[src/gtu_pkg.sv]
package gtu_pkg;

  // ****************************************
  // Sizes
  // ****************************************
  localparam int TW     = 16;
  localparam int NT     = 5;
  localparam int CTRL_W = 15;
  localparam int CR_W   = 5;
  localparam int ST_W   = 8;
  localparam int PRE_W  = 12;

  // Timer indices: first group 0..2, second group 3..4
  localparam int T_AUXA  = 0;
  localparam int T_CORE  = 1;
  localparam int T_AUXB  = 2;
  localparam int T_SAUX  = 3;
  localparam int T_SCORE = 4;

  // Prescaler base, as log2 of system cycles per finest count
  localparam int G1_BASE_LOG = 2;
  localparam int G2_BASE_LOG = 1;

  // ****************************************
  // Register byte offsets
  // ****************************************
  localparam logic [5:0] OFS_CTRL0  = 6'h00;
  localparam logic [5:0] OFS_CRCTRL = 6'h14;
  localparam logic [5:0] OFS_VAL0   = 6'h20;
  localparam logic [5:0] OFS_CREG   = 6'h34;
  localparam logic [5:0] OFS_STAT   = 6'h38;
  localparam logic [5:0] OFS_MASK   = 6'h3C;

  // ****************************************
  // Timer control fields
  // ****************************************
  localparam int F_PS    = 0;
  localparam int F_MODE  = 3;
  localparam int F_RUN   = 5;
  localparam int F_DOWN  = 6;
  localparam int F_EXTD  = 7;
  localparam int F_GHI   = 8;
  localparam int F_EDGE  = 9;
  localparam int F_ROLE  = 11;
  localparam int F_LCLK  = 13;
  localparam int F_LTRG  = 14;

  // Capture/reload control fields
  localparam int F_CSRC  = 0;
  localparam int F_CCLR  = 2;
  localparam int F_CEDGE = 3;

  // Status bits 0..4 are timer wraps
  localparam int S_CAPA  = 5;
  localparam int S_CAPB  = 6;
  localparam int S_CREG  = 7;
  localparam int S_LATCH = 8;

  localparam logic [CTRL_W-1:0] CTRL_RST = 15'h0000;
  localparam logic [CR_W-1:0]   CR_RST   = 5'h00;

  typedef enum logic [1:0] {M_TIMER, M_GATED, M_COUNT, M_INCR} gtu_mode_t;
  typedef enum logic [1:0] {R_COUNT, R_CAPT, R_RELOAD, R_RSVD} gtu_role_t;
  typedef enum logic [1:0] {E_RISE, E_FALL, E_BOTH, E_NONE} gtu_edge_t;

endpackage

[src/gtu_top.sv]
// The Avalon-MM interface to the registers and the address map were left to the implementer.
`timescale 1ns/1ns
module gtu_top
  import gtu_pkg::*;
(
  // Clock and reset
  input  wire logic        clk_i,
  input  wire logic        rst_i,
  // Avalon-MM slave
  input  wire logic [5:0]  address_i,
  input  wire logic        read_i,
  input  wire logic        write_i,
  input  wire logic [31:0] writedata_i,
  input  wire logic [3:0]  byteenable_i,
  output logic      [31:0] readdata_o,
  output logic             waitrequest_o,
  // Pins
  input  wire logic [NT-1:0] timer_input_pin_i,
  input  wire logic [NT-1:0] direction_input_pin_i,
  input  wire logic          capture_input_pin_i,
  output logic               core_toggle_output_o,
  output logic               second_core_toggle_output_o,
  output logic               second_core_overflow_o,
  // Interrupt
  output logic               irq_o
);

  // ****************************************
  // Declarations
  // ****************************************
  logic [CTRL_W-1:0] ctrl_r [NT];
  logic [CR_W-1:0]   crctrl_r;
  logic [TW-1:0]     creg_r;
  logic [ST_W-1:0]   stat_r;
  logic [ST_W-1:0]   mask_r;
  logic              core_latch_r;
  logic              score_latch_r;
  logic              sovf_r;
  logic              irq_r;
  logic              wait_r;
  logic [31:0]       rdata_r;
  logic [31:0]       rd_nxt;
  logic [PRE_W-1:0]  pre_r;

  logic [NT-1:0] in_lvl;
  logic [NT-1:0] in_rise;
  logic [NT-1:0] in_fall;
  logic [NT-1:0] dir_lvl;
  logic [NT-1:0] dir_rise;
  logic [NT-1:0] dir_fall;
  logic          cap_rise;
  logic          cap_fall;

  logic [TW-1:0] val    [NT];
  logic [TW-1:0] ld_val [NT];
  logic [NT-1:0] en;
  logic [NT-1:0] down;
  logic [NT-1:0] ld;
  logic [NT-1:0] wrap;
  logic [NT-1:0] sw_val_wr;
  logic [NT-1:0] sw_ctl_wr;

  logic core_lrise;
  logic core_lfall;
  logic sc_lrise;
  logic sc_lfall;
  logic cap_a;
  logic cap_b;
  logic rel_a;
  logic rel_b;
  logic cr_trig;
  logic wr_fire;
  logic [31:0]     wdata;
  logic [ST_W-1:0] ev;

  // ****************************************
  // Helpers
  // ****************************************
  function automatic logic edge_hit(input logic [1:0] sel,
                                    input logic       r,
                                    input logic       f);
    gtu_edge_t e;
    e = gtu_edge_t'(sel);
    case (e)
      E_RISE:  edge_hit = r;
      E_FALL:  edge_hit = f;
      E_BOTH:  edge_hit = r | f;
      default: edge_hit = 1'b0;
    endcase
  endfunction

  // Tick every 2**k cycles of the free-running prescaler
  function automatic logic pre_tick(input logic [PRE_W-1:0] c,
                                    input logic [2:0]       ps,
                                    input int               base);
    logic [PRE_W-1:0] m;
    m = PRE_W'((32'h1 << (base + int'(ps))) - 32'h1);
    pre_tick = (c & m) == m;
  endfunction

  function automatic logic [31:0] merge(input logic [31:0] old,
                                        input logic [31:0] nw,
                                        input logic [3:0]  be);
    logic [31:0] r;
    r = old;
    for (int b = 0; b < 4; b++) begin
      if (be[b]) begin
        r[8*b +: 8] = nw[8*b +: 8];
      end
    end
    merge = r;
  endfunction

  // ****************************************
  // Pin synchronisers
  // ****************************************
  genvar gi;
  generate
    for (gi = 0; gi < NT; gi++) begin : g_pins
      gtu_edge u_in (
        .clk_i  (clk_i),
        .rst_i  (rst_i),
        .pin_i  (timer_input_pin_i[gi]),
        .lvl_o  (in_lvl[gi]),
        .rise_o (in_rise[gi]),
        .fall_o (in_fall[gi])
      );
      gtu_edge u_dir (
        .clk_i  (clk_i),
        .rst_i  (rst_i),
        .pin_i  (direction_input_pin_i[gi]),
        .lvl_o  (dir_lvl[gi]),
        .rise_o (dir_rise[gi]),
        .fall_o (dir_fall[gi])
      );
    end
  endgenerate

  gtu_edge u_cap (
    .clk_i  (clk_i),
    .rst_i  (rst_i),
    .pin_i  (capture_input_pin_i),
    .lvl_o  (),
    .rise_o (cap_rise),
    .fall_o (cap_fall)
  );

  // ****************************************
  // Prescaler
  // ****************************************
  always_ff @(posedge clk_i) begin
    if (rst_i) begin
      pre_r <= '0;
    end else begin
      pre_r <= pre_r + 1'b1;
    end
  end

  // Latch transitions happen in the wrap cycle itself
  assign core_lrise = wrap[T_CORE] & ~core_latch_r;
  assign core_lfall = wrap[T_CORE] & core_latch_r;
  assign sc_lrise   = wrap[T_SCORE] & ~score_latch_r;
  assign sc_lfall   = wrap[T_SCORE] & score_latch_r;

  // ****************************************
  // Timers
  // ****************************************
  generate
    for (gi = 0; gi < NT; gi++) begin : g_tmr
      logic [CTRL_W-1:0] c;
      logic              tick;
      logic              srise;
      logic              sfall;
      logic              lclk;
      logic              qev;
      logic              qdown;
      logic              en_l;
      gtu_mode_t         md;
      gtu_role_t         rl;

      assign c    = ctrl_r[gi];
      assign md   = gtu_mode_t'(c[F_MODE +: 2]);
      assign rl   = (gi == T_AUXA || gi == T_AUXB) ?
                    gtu_role_t'(c[F_ROLE +: 2]) : R_COUNT;
      assign tick = pre_tick(pre_r, c[F_PS +: 3],
                             (gi >= T_SAUX) ? G2_BASE_LOG
                                            : G1_BASE_LOG);
      assign lclk = c[F_LCLK] && gi != T_CORE && gi != T_SCORE;
      // Concatenation: aux counts latch transitions of its group
      assign srise = lclk ? ((gi == T_SAUX) ? sc_lrise : core_lrise)
                          : in_rise[gi];
      assign sfall = lclk ? ((gi == T_SAUX) ? sc_lfall : core_lfall)
                          : in_fall[gi];
      assign qev   = in_rise[gi] | in_fall[gi] | dir_rise[gi]
                   | dir_fall[gi];
      assign qdown = (in_rise[gi] | in_fall[gi]) ?
                     (in_lvl[gi] == dir_lvl[gi]) :
                     (dir_lvl[gi] != in_lvl[gi]);

      always_comb begin
        en_l = 1'b0;
        if (c[F_RUN] && rl == R_COUNT) begin
          case (md)
            M_TIMER: en_l = tick;
            M_GATED: en_l = tick & (in_lvl[gi] == c[F_GHI]);
            M_COUNT: en_l = lclk ? (srise | sfall)
                     : edge_hit(c[F_EDGE +: 2], srise, sfall);
            M_INCR:  en_l = qev;
            default: en_l = 1'b0;
          endcase
        end
      end

      assign en[gi] = en_l;

      assign down[gi] = (md == M_INCR) ? (qdown ^ c[F_DOWN])
                      : (c[F_DOWN] ^ (c[F_EXTD] & dir_lvl[gi]));

      gtu_timer #(
        .W (TW)
      ) u_tmr (
        .clk_i      (clk_i),
        .rst_i      (rst_i),
        .cnt_en_i   (en[gi]),
        .down_i     (down[gi]),
        .load_i     (ld[gi]),
        .load_val_i (ld_val[gi]),
        .value_o    (val[gi]),
        .wrap_o     (wrap[gi])
      );
    end
  endgenerate

  // ****************************************
  // Capture and reload
  // ****************************************
  assign cap_a = ctrl_r[T_AUXA][F_ROLE +: 2] == R_CAPT &&
                 edge_hit(ctrl_r[T_AUXA][F_EDGE +: 2],
                          in_rise[T_AUXA], in_fall[T_AUXA]);
  assign cap_b = ctrl_r[T_AUXB][F_ROLE +: 2] == R_CAPT &&
                 edge_hit(ctrl_r[T_AUXB][F_EDGE +: 2],
                          in_rise[T_AUXB], in_fall[T_AUXB]);

  // Latch trigger lets A and B pick opposite transitions for PWM
  assign rel_a = ctrl_r[T_AUXA][F_ROLE +: 2] == R_RELOAD &&
                 (ctrl_r[T_AUXA][F_LTRG] ?
                  edge_hit(ctrl_r[T_AUXA][F_EDGE +: 2], core_lrise,
                           core_lfall) :
                  edge_hit(ctrl_r[T_AUXA][F_EDGE +: 2], in_rise[T_AUXA],
                           in_fall[T_AUXA]));
  assign rel_b = ctrl_r[T_AUXB][F_ROLE +: 2] == R_RELOAD &&
                 (ctrl_r[T_AUXB][F_LTRG] ?
                  edge_hit(ctrl_r[T_AUXB][F_EDGE +: 2], core_lrise,
                           core_lfall) :
                  edge_hit(ctrl_r[T_AUXB][F_EDGE +: 2], in_rise[T_AUXB],
                           in_fall[T_AUXB]));

  always_comb begin
    case (crctrl_r[F_CSRC +: 2])
      2'h0: cr_trig = edge_hit(crctrl_r[F_CEDGE +: 2], cap_rise,
                               cap_fall);
      2'h1: cr_trig = edge_hit(crctrl_r[F_CEDGE +: 2], in_rise[T_CORE],
                               in_fall[T_CORE]);
      2'h2: cr_trig = edge_hit(crctrl_r[F_CEDGE +: 2], dir_rise[T_CORE],
                               dir_fall[T_CORE]);
      default: cr_trig = edge_hit(crctrl_r[F_CEDGE +: 2],
                                  in_rise[T_CORE] | dir_rise[T_CORE],
                                  in_fall[T_CORE] | dir_fall[T_CORE]);
    endcase
  end

  // Software writes take priority over hardware loads of the timer values
  always_comb begin
    for (int i = 0; i < NT; i++) begin
      ld[i]     = sw_val_wr[i];
      ld_val[i] = TW'(merge({16'h0000, val[i]}, writedata_i,
                            byteenable_i));
    end
    if (!sw_val_wr[T_AUXA] && cap_a) begin
      ld[T_AUXA]     = 1'b1;
      ld_val[T_AUXA] = val[T_CORE];
    end
    if (!sw_val_wr[T_AUXB] && cap_b) begin
      ld[T_AUXB]     = 1'b1;
      ld_val[T_AUXB] = val[T_CORE];
    end
    if (!sw_val_wr[T_CORE] && (rel_a || rel_b)) begin
      ld[T_CORE]     = 1'b1;
      ld_val[T_CORE] = rel_a ? val[T_AUXA] : val[T_AUXB];
    end
    if (!sw_val_wr[T_SAUX] && cr_trig && crctrl_r[F_CCLR]) begin
      ld[T_SAUX]     = 1'b1;
      ld_val[T_SAUX] = '0;
    end
    if (!sw_val_wr[T_SCORE] && wrap[T_SCORE] && ctrl_r[T_SCORE][F_LTRG])
    begin
      ld[T_SCORE]     = 1'b1;
      ld_val[T_SCORE] = creg_r;
    end
  end

  always_ff @(posedge clk_i) begin
    if (rst_i) begin
      creg_r <= '0;
    end else if (cr_trig) begin
      creg_r <= val[T_SAUX];
    end else if (wr_fire && address_i == OFS_CREG) begin
      creg_r <= wdata[TW-1:0];
    end
  end

  // ****************************************
  // Toggle latches and overflow output
  // ****************************************
  always_ff @(posedge clk_i) begin
    if (rst_i) begin
      core_latch_r  <= 1'b0;
      score_latch_r <= 1'b0;
      sovf_r        <= 1'b0;
    end else begin
      core_latch_r  <= core_latch_r ^ wrap[T_CORE];
      score_latch_r <= score_latch_r ^ wrap[T_SCORE];
      sovf_r        <= wrap[T_SCORE];
    end
  end

  assign core_toggle_output_o        = core_latch_r;
  assign second_core_toggle_output_o = score_latch_r;
  assign second_core_overflow_o      = sovf_r;

  // ****************************************
  // Interrupt flags
  // ****************************************
  assign ev = {cr_trig, cap_b, cap_a, wrap};

  // A new event wins over a clear in the same cycle
  always_ff @(posedge clk_i) begin
    if (rst_i) begin
      stat_r <= '0;
    end else if (wr_fire && address_i == OFS_STAT) begin
      stat_r <= (stat_r & ~wdata[ST_W-1:0]) | ev;
    end else begin
      stat_r <= stat_r | ev;
    end
  end

  always_ff @(posedge clk_i) begin
    if (rst_i) begin
      irq_r <= 1'b0;
    end else begin
      irq_r <= |(stat_r & mask_r);
    end
  end

  assign irq_o = irq_r;

  // ****************************************
  // Avalon-MM slave
  // ****************************************
  // One wait cycle per access keeps read data registered
  assign wr_fire = write_i & ~wait_r;
  assign wdata   = merge(32'h0000_0000, writedata_i, byteenable_i);

  always_ff @(posedge clk_i) begin
    if (rst_i) begin
      wait_r <= 1'b1;
    end else if ((read_i || write_i) && wait_r) begin
      wait_r <= 1'b0;
    end else begin
      wait_r <= 1'b1;
    end
  end

  always_comb begin
    for (int i = 0; i < NT; i++) begin
      sw_ctl_wr[i] = wr_fire && address_i == OFS_CTRL0 + 6'(4 * i);
      sw_val_wr[i] = wr_fire && address_i == OFS_VAL0 + 6'(4 * i);
    end
  end

  always_ff @(posedge clk_i) begin
    if (rst_i) begin
      for (int i = 0; i < NT; i++) begin
        ctrl_r[i] <= CTRL_RST;
      end
    end else begin
      for (int i = 0; i < NT; i++) begin
        if (sw_ctl_wr[i]) begin
          ctrl_r[i] <= CTRL_W'(merge({17'h0, ctrl_r[i]}, writedata_i,
                                     byteenable_i));
        end
      end
    end
  end

  always_ff @(posedge clk_i) begin
    if (rst_i) begin
      crctrl_r <= CR_RST;
      mask_r   <= '0;
    end else if (wr_fire && address_i == OFS_CRCTRL) begin
      crctrl_r <= CR_W'(merge({27'h0, crctrl_r}, writedata_i,
                              byteenable_i));
    end else if (wr_fire && address_i == OFS_MASK) begin
      mask_r   <= ST_W'(merge({24'h0, mask_r}, writedata_i,
                              byteenable_i));
    end
  end

  always_comb begin
    rd_nxt = 32'h0000_0000;
    for (int i = 0; i < NT; i++) begin
      if (address_i == OFS_CTRL0 + 6'(4 * i)) begin
        rd_nxt = {17'h0, ctrl_r[i]};
      end
      if (address_i == OFS_VAL0 + 6'(4 * i)) begin
        rd_nxt = {16'h0, val[i]};
      end
    end
    case (address_i)
      OFS_CRCTRL: rd_nxt = {27'h0, crctrl_r};
      OFS_CREG:   rd_nxt = {16'h0, creg_r};
      OFS_STAT:   rd_nxt = {22'h0, score_latch_r, core_latch_r, stat_r};
      OFS_MASK:   rd_nxt = {24'h0, mask_r};
      default:    ;
    endcase
  end

  always_ff @(posedge clk_i) begin
    if (rst_i) begin
      rdata_r <= 32'h0000_0000;
    end else if (read_i && wait_r) begin
      rdata_r <= rd_nxt;
    end
  end

  assign readdata_o    = rdata_r;
  assign waitrequest_o = wait_r;

endmodule

[src/gtu_edge.sv]
`timescale 1ns/1ns
module gtu_edge (
  // Clock and reset
  input  wire logic clk_i,
  input  wire logic rst_i,
  // Asynchronous pin
  input  wire logic pin_i,
  // Synchronised level and edges
  output logic      lvl_o,
  output logic      rise_o,
  output logic      fall_o
);

  logic s1_r;
  logic s2_r;
  logic s3_r;

  always_ff @(posedge clk_i) begin
    if (rst_i) begin
      s1_r <= 1'b0;
      s2_r <= 1'b0;
      s3_r <= 1'b0;
    end else begin
      s1_r <= pin_i;
      s2_r <= s1_r;
      s3_r <= s2_r;
    end
  end

  assign lvl_o  = s2_r;
  assign rise_o = s2_r & ~s3_r;
  assign fall_o = ~s2_r & s3_r;

endmodule

[src/gtu_timer.sv]
`timescale 1ns/1ns
module gtu_timer #(
  parameter int W = 16
) (
  // Clock and reset
  input  wire logic         clk_i,
  input  wire logic         rst_i,
  // Count control
  input  wire logic         cnt_en_i,
  input  wire logic         down_i,
  input  wire logic         load_i,
  input  wire logic [W-1:0] load_val_i,
  // State
  output logic      [W-1:0] value_o,
  output logic              wrap_o
);

  logic [W-1:0] cnt_r;

  // Load beats counting so a reload replaces the wrap value
  always_ff @(posedge clk_i) begin
    if (rst_i) begin
      cnt_r <= '0;
    end else if (load_i) begin
      cnt_r <= load_val_i;
    end else if (cnt_en_i) begin
      cnt_r <= down_i ? cnt_r - 1'b1 : cnt_r + 1'b1;
    end
  end

  assign value_o = cnt_r;
  assign wrap_o  = cnt_en_i & (down_i ? (cnt_r == '0) : (&cnt_r));

endmodule

[config.mk]
export PLATFORM = sky130hd
export DESIGN_NAME = gtu_top
export DESIGN_NICKNAME = d
export VERILOG_FILES = /design/src/gtu_pkg.sv /design/src/gtu_top.sv /design/src/gtu_edge.sv /design/src/gtu_timer.sv
export SDC_FILE = /design/constraint.sdc
export NUM_CORES = 1
export LEC_CHECK = 0
export BUFFER_PORTS_ARGS = -buffer_cell sky130_fd_sc_hd__clkbuf_2
export CORE_MARGIN = 5
export CORE_UTILIZATION = 55
export CTS_CLUSTER_DIAMETER = 40
export CTS_CLUSTER_SIZE = 14
export DETAILED_ROUTE_END_ITERATION = 8
export HOLD_SLACK_MARGIN = 0.12
export PLACE_DENSITY = 0.76
export SYNTH_ARGS = -nofsm -noshare
export SYNTH_HDL_FRONTEND = slang
export SYNTH_SLANG_ARGS = --single-unit
[constraint.sdc]
create_clock -name clk_i -period 5.33 [get_ports clk_i]
set_input_delay 0.533 -clock clk_i [delete_from_list [all_inputs] [get_ports clk_i]]
set_output_delay 0.533 -clock clk_i [all_outputs]
set_load 0.01 [all_outputs]
# Word level (Yosys, flattened, before mapping)
# Memory sizes are Yosys's and may differ from the RTL's.
# Cells that the tools add are included.
# totals
input_bits,57
memories,1
reg_bits,199
mem_bits_rw,75
# memory_table
name,words,word_bits,read_ports,rd_ports_with_merged_regs,write_ports,line_no,text
ctrl_r,5,15,5,0,5,gtu_top.sv:31,logic [CTRL_W-1:0] ctrl_r [NT];
# classes
n_bitwise,119
reduce_logical,80
n_eq_ne,76
n_mux,147
n_addsub,21
shift,5
# ops
op,count
16-bit two-way mux,23
32-bit two-way mux,9
8-bit two-way mux,20
32-bit one-hot mux with 4 select lines,1
7-bit two-way mux,15
15-bit two-way mux,6
"16-bit by 1-bit adder with 16-bit output, second input constant",5
16-bit zero test,5
16-bit AND reduction,5
"16-bit by 1-bit subtractor with 16-bit output, second input constant",5
12-bit bitwise AND,5
12-bit equality test,5
"1-bit by 4-bit << shifter with 12-bit output, first input constant",5
"12-bit by 1-bit subtractor with 12-bit output, second input constant",5
1-bit two-way mux,54
"6-bit equality test, second input constant",8
1-bit bitwise AND,42
1-bit one-hot mux with 3 select lines,14
"2-bit equality test, second input constant",19
"3-bit inequality test, second input constant",10
1-bit logical AND,29
1-bit bitwise OR,29
"2-bit by 1-bit equality test with 1-bit output, second input constant",14
2-bit zero test,14
other kinds (21),101

# Longest topological paths before layout
# An unclocked memory read counts as a cell.
# logic_depth
word_depth,20
mapped_depth,23
ltp_nobuf,20

# By module
# A second synthesis with hierarchy kept.
# hier_totals
cells_unflattened,2408
area_unflattened_um2,19820.3
# modules_own_cells
mod,cells_per_inst,seq_area_each_um2,area_each_um2,n_inst
gtu_top,1332,3653.5,10938.0,1
gtu_timer at g_tmr[0].u_tmr ...,198,320.3,1589.0,4
gtu_timer at g_tmr[1].u_tmr,196,320.3,1521.5,1
gtu_edge,8,60.1,91.3,11

# Worst setup path before layout
# Ideal clock, no wire load.
# synth_timing
path_kind,register -> register
from,"memory ctrl_r[1][1], in the netlist ctrl_r[0][16]"
to,register g_tmr[1].u_tmr.cnt_r[12]
stages_incl_launch_ff,24
slack_ns,0.264
t_arrival_ns,4.950
setup_ns,0.116
period_less_slack_ns,5.066
n_path_buf,3
path_cell_list,edfxtp_1 -> clkbuf_1 -> inv_1 -> ha_1 -> nor2b_1 -> nand3b_1 -> ha_1 -> nor2_1 -> or4_1 -> a2111oi_0 -> o2111a_1 -> a21oi_1 -> a211oi_1 -> ha_1 -> inv_1 -> o221ai_1 -> o311a_1 -> clkbuf_1 -> nor3_1 -> a21oi_1 -> and2_1 -> buf_2 -> o211ai_1 -> o211a_1
# synth_lines
element,line_no,text
"start, declared",gtu_top.sv:31,
"end signal, assigned",gtu_timer.sv:25,cnt_r <= load_val_i;
"end signal, assigned",gtu_timer.sv:27,cnt_r <= down_i ? cnt_r - 1'b1 : cnt_r + 1'b1;
"end, declared",gtu_timer.sv:18,logic [W-1:0] cnt_r;

==> impl_metrics.py <==
metrics = {
    "floorplanning": {
        "vertical_extent_of_the_die_um": 192,
        "rows": 66,
        "width_of_the_chip_um": 192,
        "io-pin-count": 94,
        "fp.dieArea_sq_mm": 0.0367,
        "core_area_sq_mm": 0.0325,
        "floorplan.initialDensity_pct": 55.7,
    },
    "route": {
        "maxUsedRoutingLayer": "met5",
        "detailroute.wirelength.met3_mm": 9.55,
        "drt-initial-drc-count": 2984,
        "detailedRoute.firstPassIterationCount": 8,
        "route.met2.wl_mm": 29.4,
        "wl_per_cell_um": 25.9,
        "drt_drc_violations_left": 0,
        "m1WireLength_mm": 24.3,
        "wl_mm": 68.3,
        "routed_via_density": 7.09,
        "routed_via_count": 18700,
        "detail-route-antenna-nets": 0,
    },
    "hold_path": {
        "timing.hold.worst.class": "input pin to register",
    },
    "status": {
        "outcome": "finished clean",
    },
    "place": {
        "detailed_place_hpwl_mm": 48.4,
        "port_buffers": 59,
        "detailedPlace.worstSlack_ns": 0.251,
        "place_area_sq_mm": 0.0187,
        "gp_congestion": 1.05,
    },
    "power": {
        "combinationalPowerShare_pct": 12.8,
        "clock_power_share_pct": 49.9,
        "sw_frac_of_total_pct": 28.7,
        "switching_power_mw": 1.70,
        "p_leak_nw": 7.90,
        "seq_power_share_pct": 37.3,
        "cellPowerDensity_mw_per_mm2": 292,
        "p_int_mw": 4.23,
        "ir_drop_mv": 0.217,
    },
    "finish": {
        "flow.area_growth_from_synthesis_pct": 12.0,
        "multi_input_area_sq_mm": 0.0114,
        "regArea_sq_mm": 0.00592,
        "finish.instance_area_sq_mm": 0.0203,
        "drive_gt1_share_pct": 10.5,
        "design.final.nets": 2332,
        "fill_cells": 2796,
    },
    "worst_setup_path": {
        "crit_buf_inv": 4,
        "cp_slowest_cell": "sky130_fd_sc_hd__a2111oi_0",
        "arrival_ns": 5.41,
        "worst-endpoint-required_ns": 5.73,
        "cp_slowest_stage_delay_ns": 0.47,
        "critical_path.max_fanout": 17,
        "timing.critical_path.max_delay_family": "compound AO/OA/AOI/OAI gates",
        "end_kind": "register",
        "criticalPathCategory": "register to register",
        "timing.critical_path.mode_cell": "sky130_fd_sc_hd__ha_1",
        "startpoint_type": "register",
        "crit_chain": "inv_1, ha_1, nor2b_2, nand3b_1, ha_1, nor2_1, or4_1, a2111oi_1, o2111a_2, a21oi_1, a211oi_1, buf_4, ha_1, inv_1, nand3_1, o31a_1, o211ai_1, o31ai_1, a311oi_2, buf_4, a2111oi_0, nor3_1",
    },
    "timing": {
        "rsz0062_at_grt": "false",
        "finalSetupViolations": 0,
        "min_period_ns": 5.02,
        "max_clock_freq_ghz": 0.199,
        "postLayoutSetupSlackWorst_ns": 0.312,
        "worst_setup_skew_after_layout_ns": 0.0164,
        "crit_share_post_route_pct": 94.2,
        "holdWs_ns": 0.206,
        "finalMaxSlewViolations": 0,
        "hold_violations": 0,
        "tightestPinTransition_ns": 1.31,
        "worst_slew_margin_rel_pct": 11.7,
        "setup-tns-final_ns": 0,
    },
    "logic_synthesis": {
        "dominantRegCellSynth": "sky130_fd_sc_hd__dfxtp_1",
        "register_area_share_after_synthesis_pct": 32.6,
        "synth_area_per_cell_sq_um": 8.48,
        "biggest_area_consumer_among_synthesized_cells": "sky130_fd_sc_hd__dfxtp_1",
        "post_synth_inst_count": 2138,
        "yosys_warnings": 0,
        "yosys_register_bits": 258,
        "yosys-top-cells-count": "sky130_fd_sc_hd__nor2_1, sky130_fd_sc_hd__dfxtp_1, sky130_fd_sc_hd__nand2_1, sky130_fd_sc_hd__a21oi_1, sky130_fd_sc_hd__ha_1",
        "synth_edf_count": 75,
        "synthArstFlopShare_pct": 0,
        "synthMostInstantiatedCell": "sky130_fd_sc_hd__nor2_1",
        "yosys.cell_types.count": 98,
        "netlist_area_sq_mm": 0.0181,
        "synthTopCellsByArea": "sky130_fd_sc_hd__dfxtp_1, sky130_fd_sc_hd__edfxtp_1, sky130_fd_sc_hd__ha_1",
        "yosysTopAreaCellShare_pct": 20.2,
    },
    "grt": {
        "grt_use_total_pct": 36.0,
        "antenna_found_initial": 2,
        "wire_length_of_the_first_global_routing_pass_mm": 102,
        "vias_in_the_first_global_route": 17400,
        "grt.overflow.total": 0,
        "largest_net_degree_at_the_start_of_global_routing": 65,
    },
    "flow_run": {
        "timing.max_cap.violations": 0,
    },
    "clocking": {
        "clock-sinks": 258,
        "htree_num_levels": 2,
        "clkLatencyLatePin_ns": 0.54,
        "cts-root-to-sink-buffers": 3,
        "clk_transition_reported_paths_ns": 0.06,
        "postCtsHoldBufs": 0,
        "cts-buffers-inserted": 43,
        "ctsRootBufferMaster": "sky130_fd_sc_hd__clkbuf_16",
        "cts_tree": "built",
    },
}
==> kinds of logic (layout without fill, tap and decap cells) <==
| family | after synthesis | in the layout | synth area share [%] |
|---|---|---|---|
| flops | 258 | 258 | 32.6 |
| compound gates | 668 | 668 | 26.5 |
| xor+xnor | 95 | 95 | 4.59 |
| buf+inv | 210 | 247 | 4.93 |
| other cells | 2 | 20 | 0.0414 |
| mux | 42 | 42 | 2.46 |
| simple gates | 744 | 744 | 20.4 |
| fa+ha+maj | 119 | 119 | 8.42 |
==> what timing repair did <==
action                                  4_1_cts  5_1_grt
gates resized for setup                       0        6
endpoints found under the setup margin        0       26
buffers inserted                              0        1
==> power groups by stage <==
stage	combinational (mW)	sequential (mW)	clock, mW
after detailed placement	0.727	2.25	0
after floorplan	0.539	2.19	0
after global routing	0.820	2.21	3.05
final	0.758	2.21	2.96
after CTS	0.734	2.20	2.96
after global placement	0.704	2.24	0
==> layout make-up <==
cell class                      instances  area share (%)
Multi-Input combinational cell       1685            56.2
Tap cell                              442            2.72
Antenna cell                            3          0.0370
Inverter                               63            1.16
Clock inverter                         30            1.88
Clock buffer                           49            5.72
Timing Repair Buffer                  105            3.19
Sequential cell                       258            29.1
==> worst paths after layout <==
path,from,to,slack [ns],cells past startpoint
worst min-delay path,direction_input_pin_i[4],g_pins[4].u_dir.s1_r$_SDFF_PP0_,0.21,2
worst min register to register,g_pins[0].u_dir.s1_r$_SDFF_PP0_,g_pins[0].u_dir.lvl_o$_SDFF_PP0_,0.43,1
worst max-delay path,ctrl_r[0][17]$_SDFFCE_PP0P_,g_tmr[2].u_tmr.value_o[2]$_SDFFE_PP0P_,0.31,22
worst max register to register,ctrl_r[0][17]$_SDFFCE_PP0P_,g_tmr[2].u_tmr.value_o[2]$_SDFFE_PP0P_,0.31,22
==> state kept, by name, summed over array words and instances, names as in the netlist, 8 cells and up <==
signal and count:
stat_r 8, creg_r 16, readdata_o 16, g_tmr.u_tmr.value_o 80, pre_r 12, mask_r 8, ctrl_r 75
==> metal layers <==
layer / GRT usage, % / vias to the layer above
met5: 0 / -
met4: 22.1 / 2
met3: 10.9 / 368
met2: 55.6 / 1408
met1: 44.1 / 8729
li1: - / 8182
==> worst reg2reg max path, cell delays in order, from the launching register on <==
cell,delay (ns)
sky130_fd_sc_hd__edfxtp_1,0.38
sky130_fd_sc_hd__inv_1,0.12
sky130_fd_sc_hd__ha_1,0.26
sky130_fd_sc_hd__nor2b_2,0.19
sky130_fd_sc_hd__nand3b_1,0.10
sky130_fd_sc_hd__ha_1,0.29
sky130_fd_sc_hd__nor2_1,0.04
sky130_fd_sc_hd__or4_1,0.40
sky130_fd_sc_hd__a2111oi_1,0.37
sky130_fd_sc_hd__o2111a_2,0.37
sky130_fd_sc_hd__a21oi_1,0.13
sky130_fd_sc_hd__a211oi_1,0.18
sky130_fd_sc_hd__buf_4,0.16
sky130_fd_sc_hd__ha_1,0.16
sky130_fd_sc_hd__inv_1,0.07
sky130_fd_sc_hd__nand3_1,0.10
sky130_fd_sc_hd__o31a_1,0.16
sky130_fd_sc_hd__o211ai_1,0.10
sky130_fd_sc_hd__o31ai_1,0.29
sky130_fd_sc_hd__a311oi_2,0.22
sky130_fd_sc_hd__buf_4,0.25
sky130_fd_sc_hd__a2111oi_0,0.47
sky130_fd_sc_hd__nor3_1,0.08
==> layout by cell type, fill, tap and decap left out, types with 44 or more instances in the layout <==
cell type	netlist	layout
sky130_fd_sc_hd__nor2_1	217	216
sky130_fd_sc_hd__dfxtp_1	183	183
sky130_fd_sc_hd__nand2_1	148	148
sky130_fd_sc_hd__a21oi_1	130	130
sky130_fd_sc_hd__ha_1	114	113
sky130_fd_sc_hd__o21ai_0	89	89
sky130_fd_sc_hd__edfxtp_1	75	75
sky130_fd_sc_hd__nor3_1	67	64
sky130_fd_sc_hd__inv_1	63	63
sky130_fd_sc_hd__clkbuf_2	2	58
sky130_fd_sc_hd__nand3_1	56	56
sky130_fd_sc_hd__a211oi_1	54	54
sky130_fd_sc_hd__a221oi_1	53	53
sky130_fd_sc_hd__xor2_1	50	50
sky130_fd_sc_hd__buf_4	16	46
sky130_fd_sc_hd__xnor2_1	45	45
sky130_fd_sc_hd__clkbuf_16	0	45
sky130_fd_sc_hd__nor2b_1	45	44
==> through the flow <==
stage / std cells / utilization, % / power (mW)
5_1_grt: 2632 / 62.4 / 6.08
3_5_place_dp: 2552 / 57.6 / 2.97
3_3_place_gp: 2552 / 57.6 / 2.95
2_1_floorplan: 2153 / - / 2.72
4_1_cts: 2631 / 62.3 / 5.90
6_report: 2635 / 62.4 / 5.93
Power figures use the tool's default switching activity.
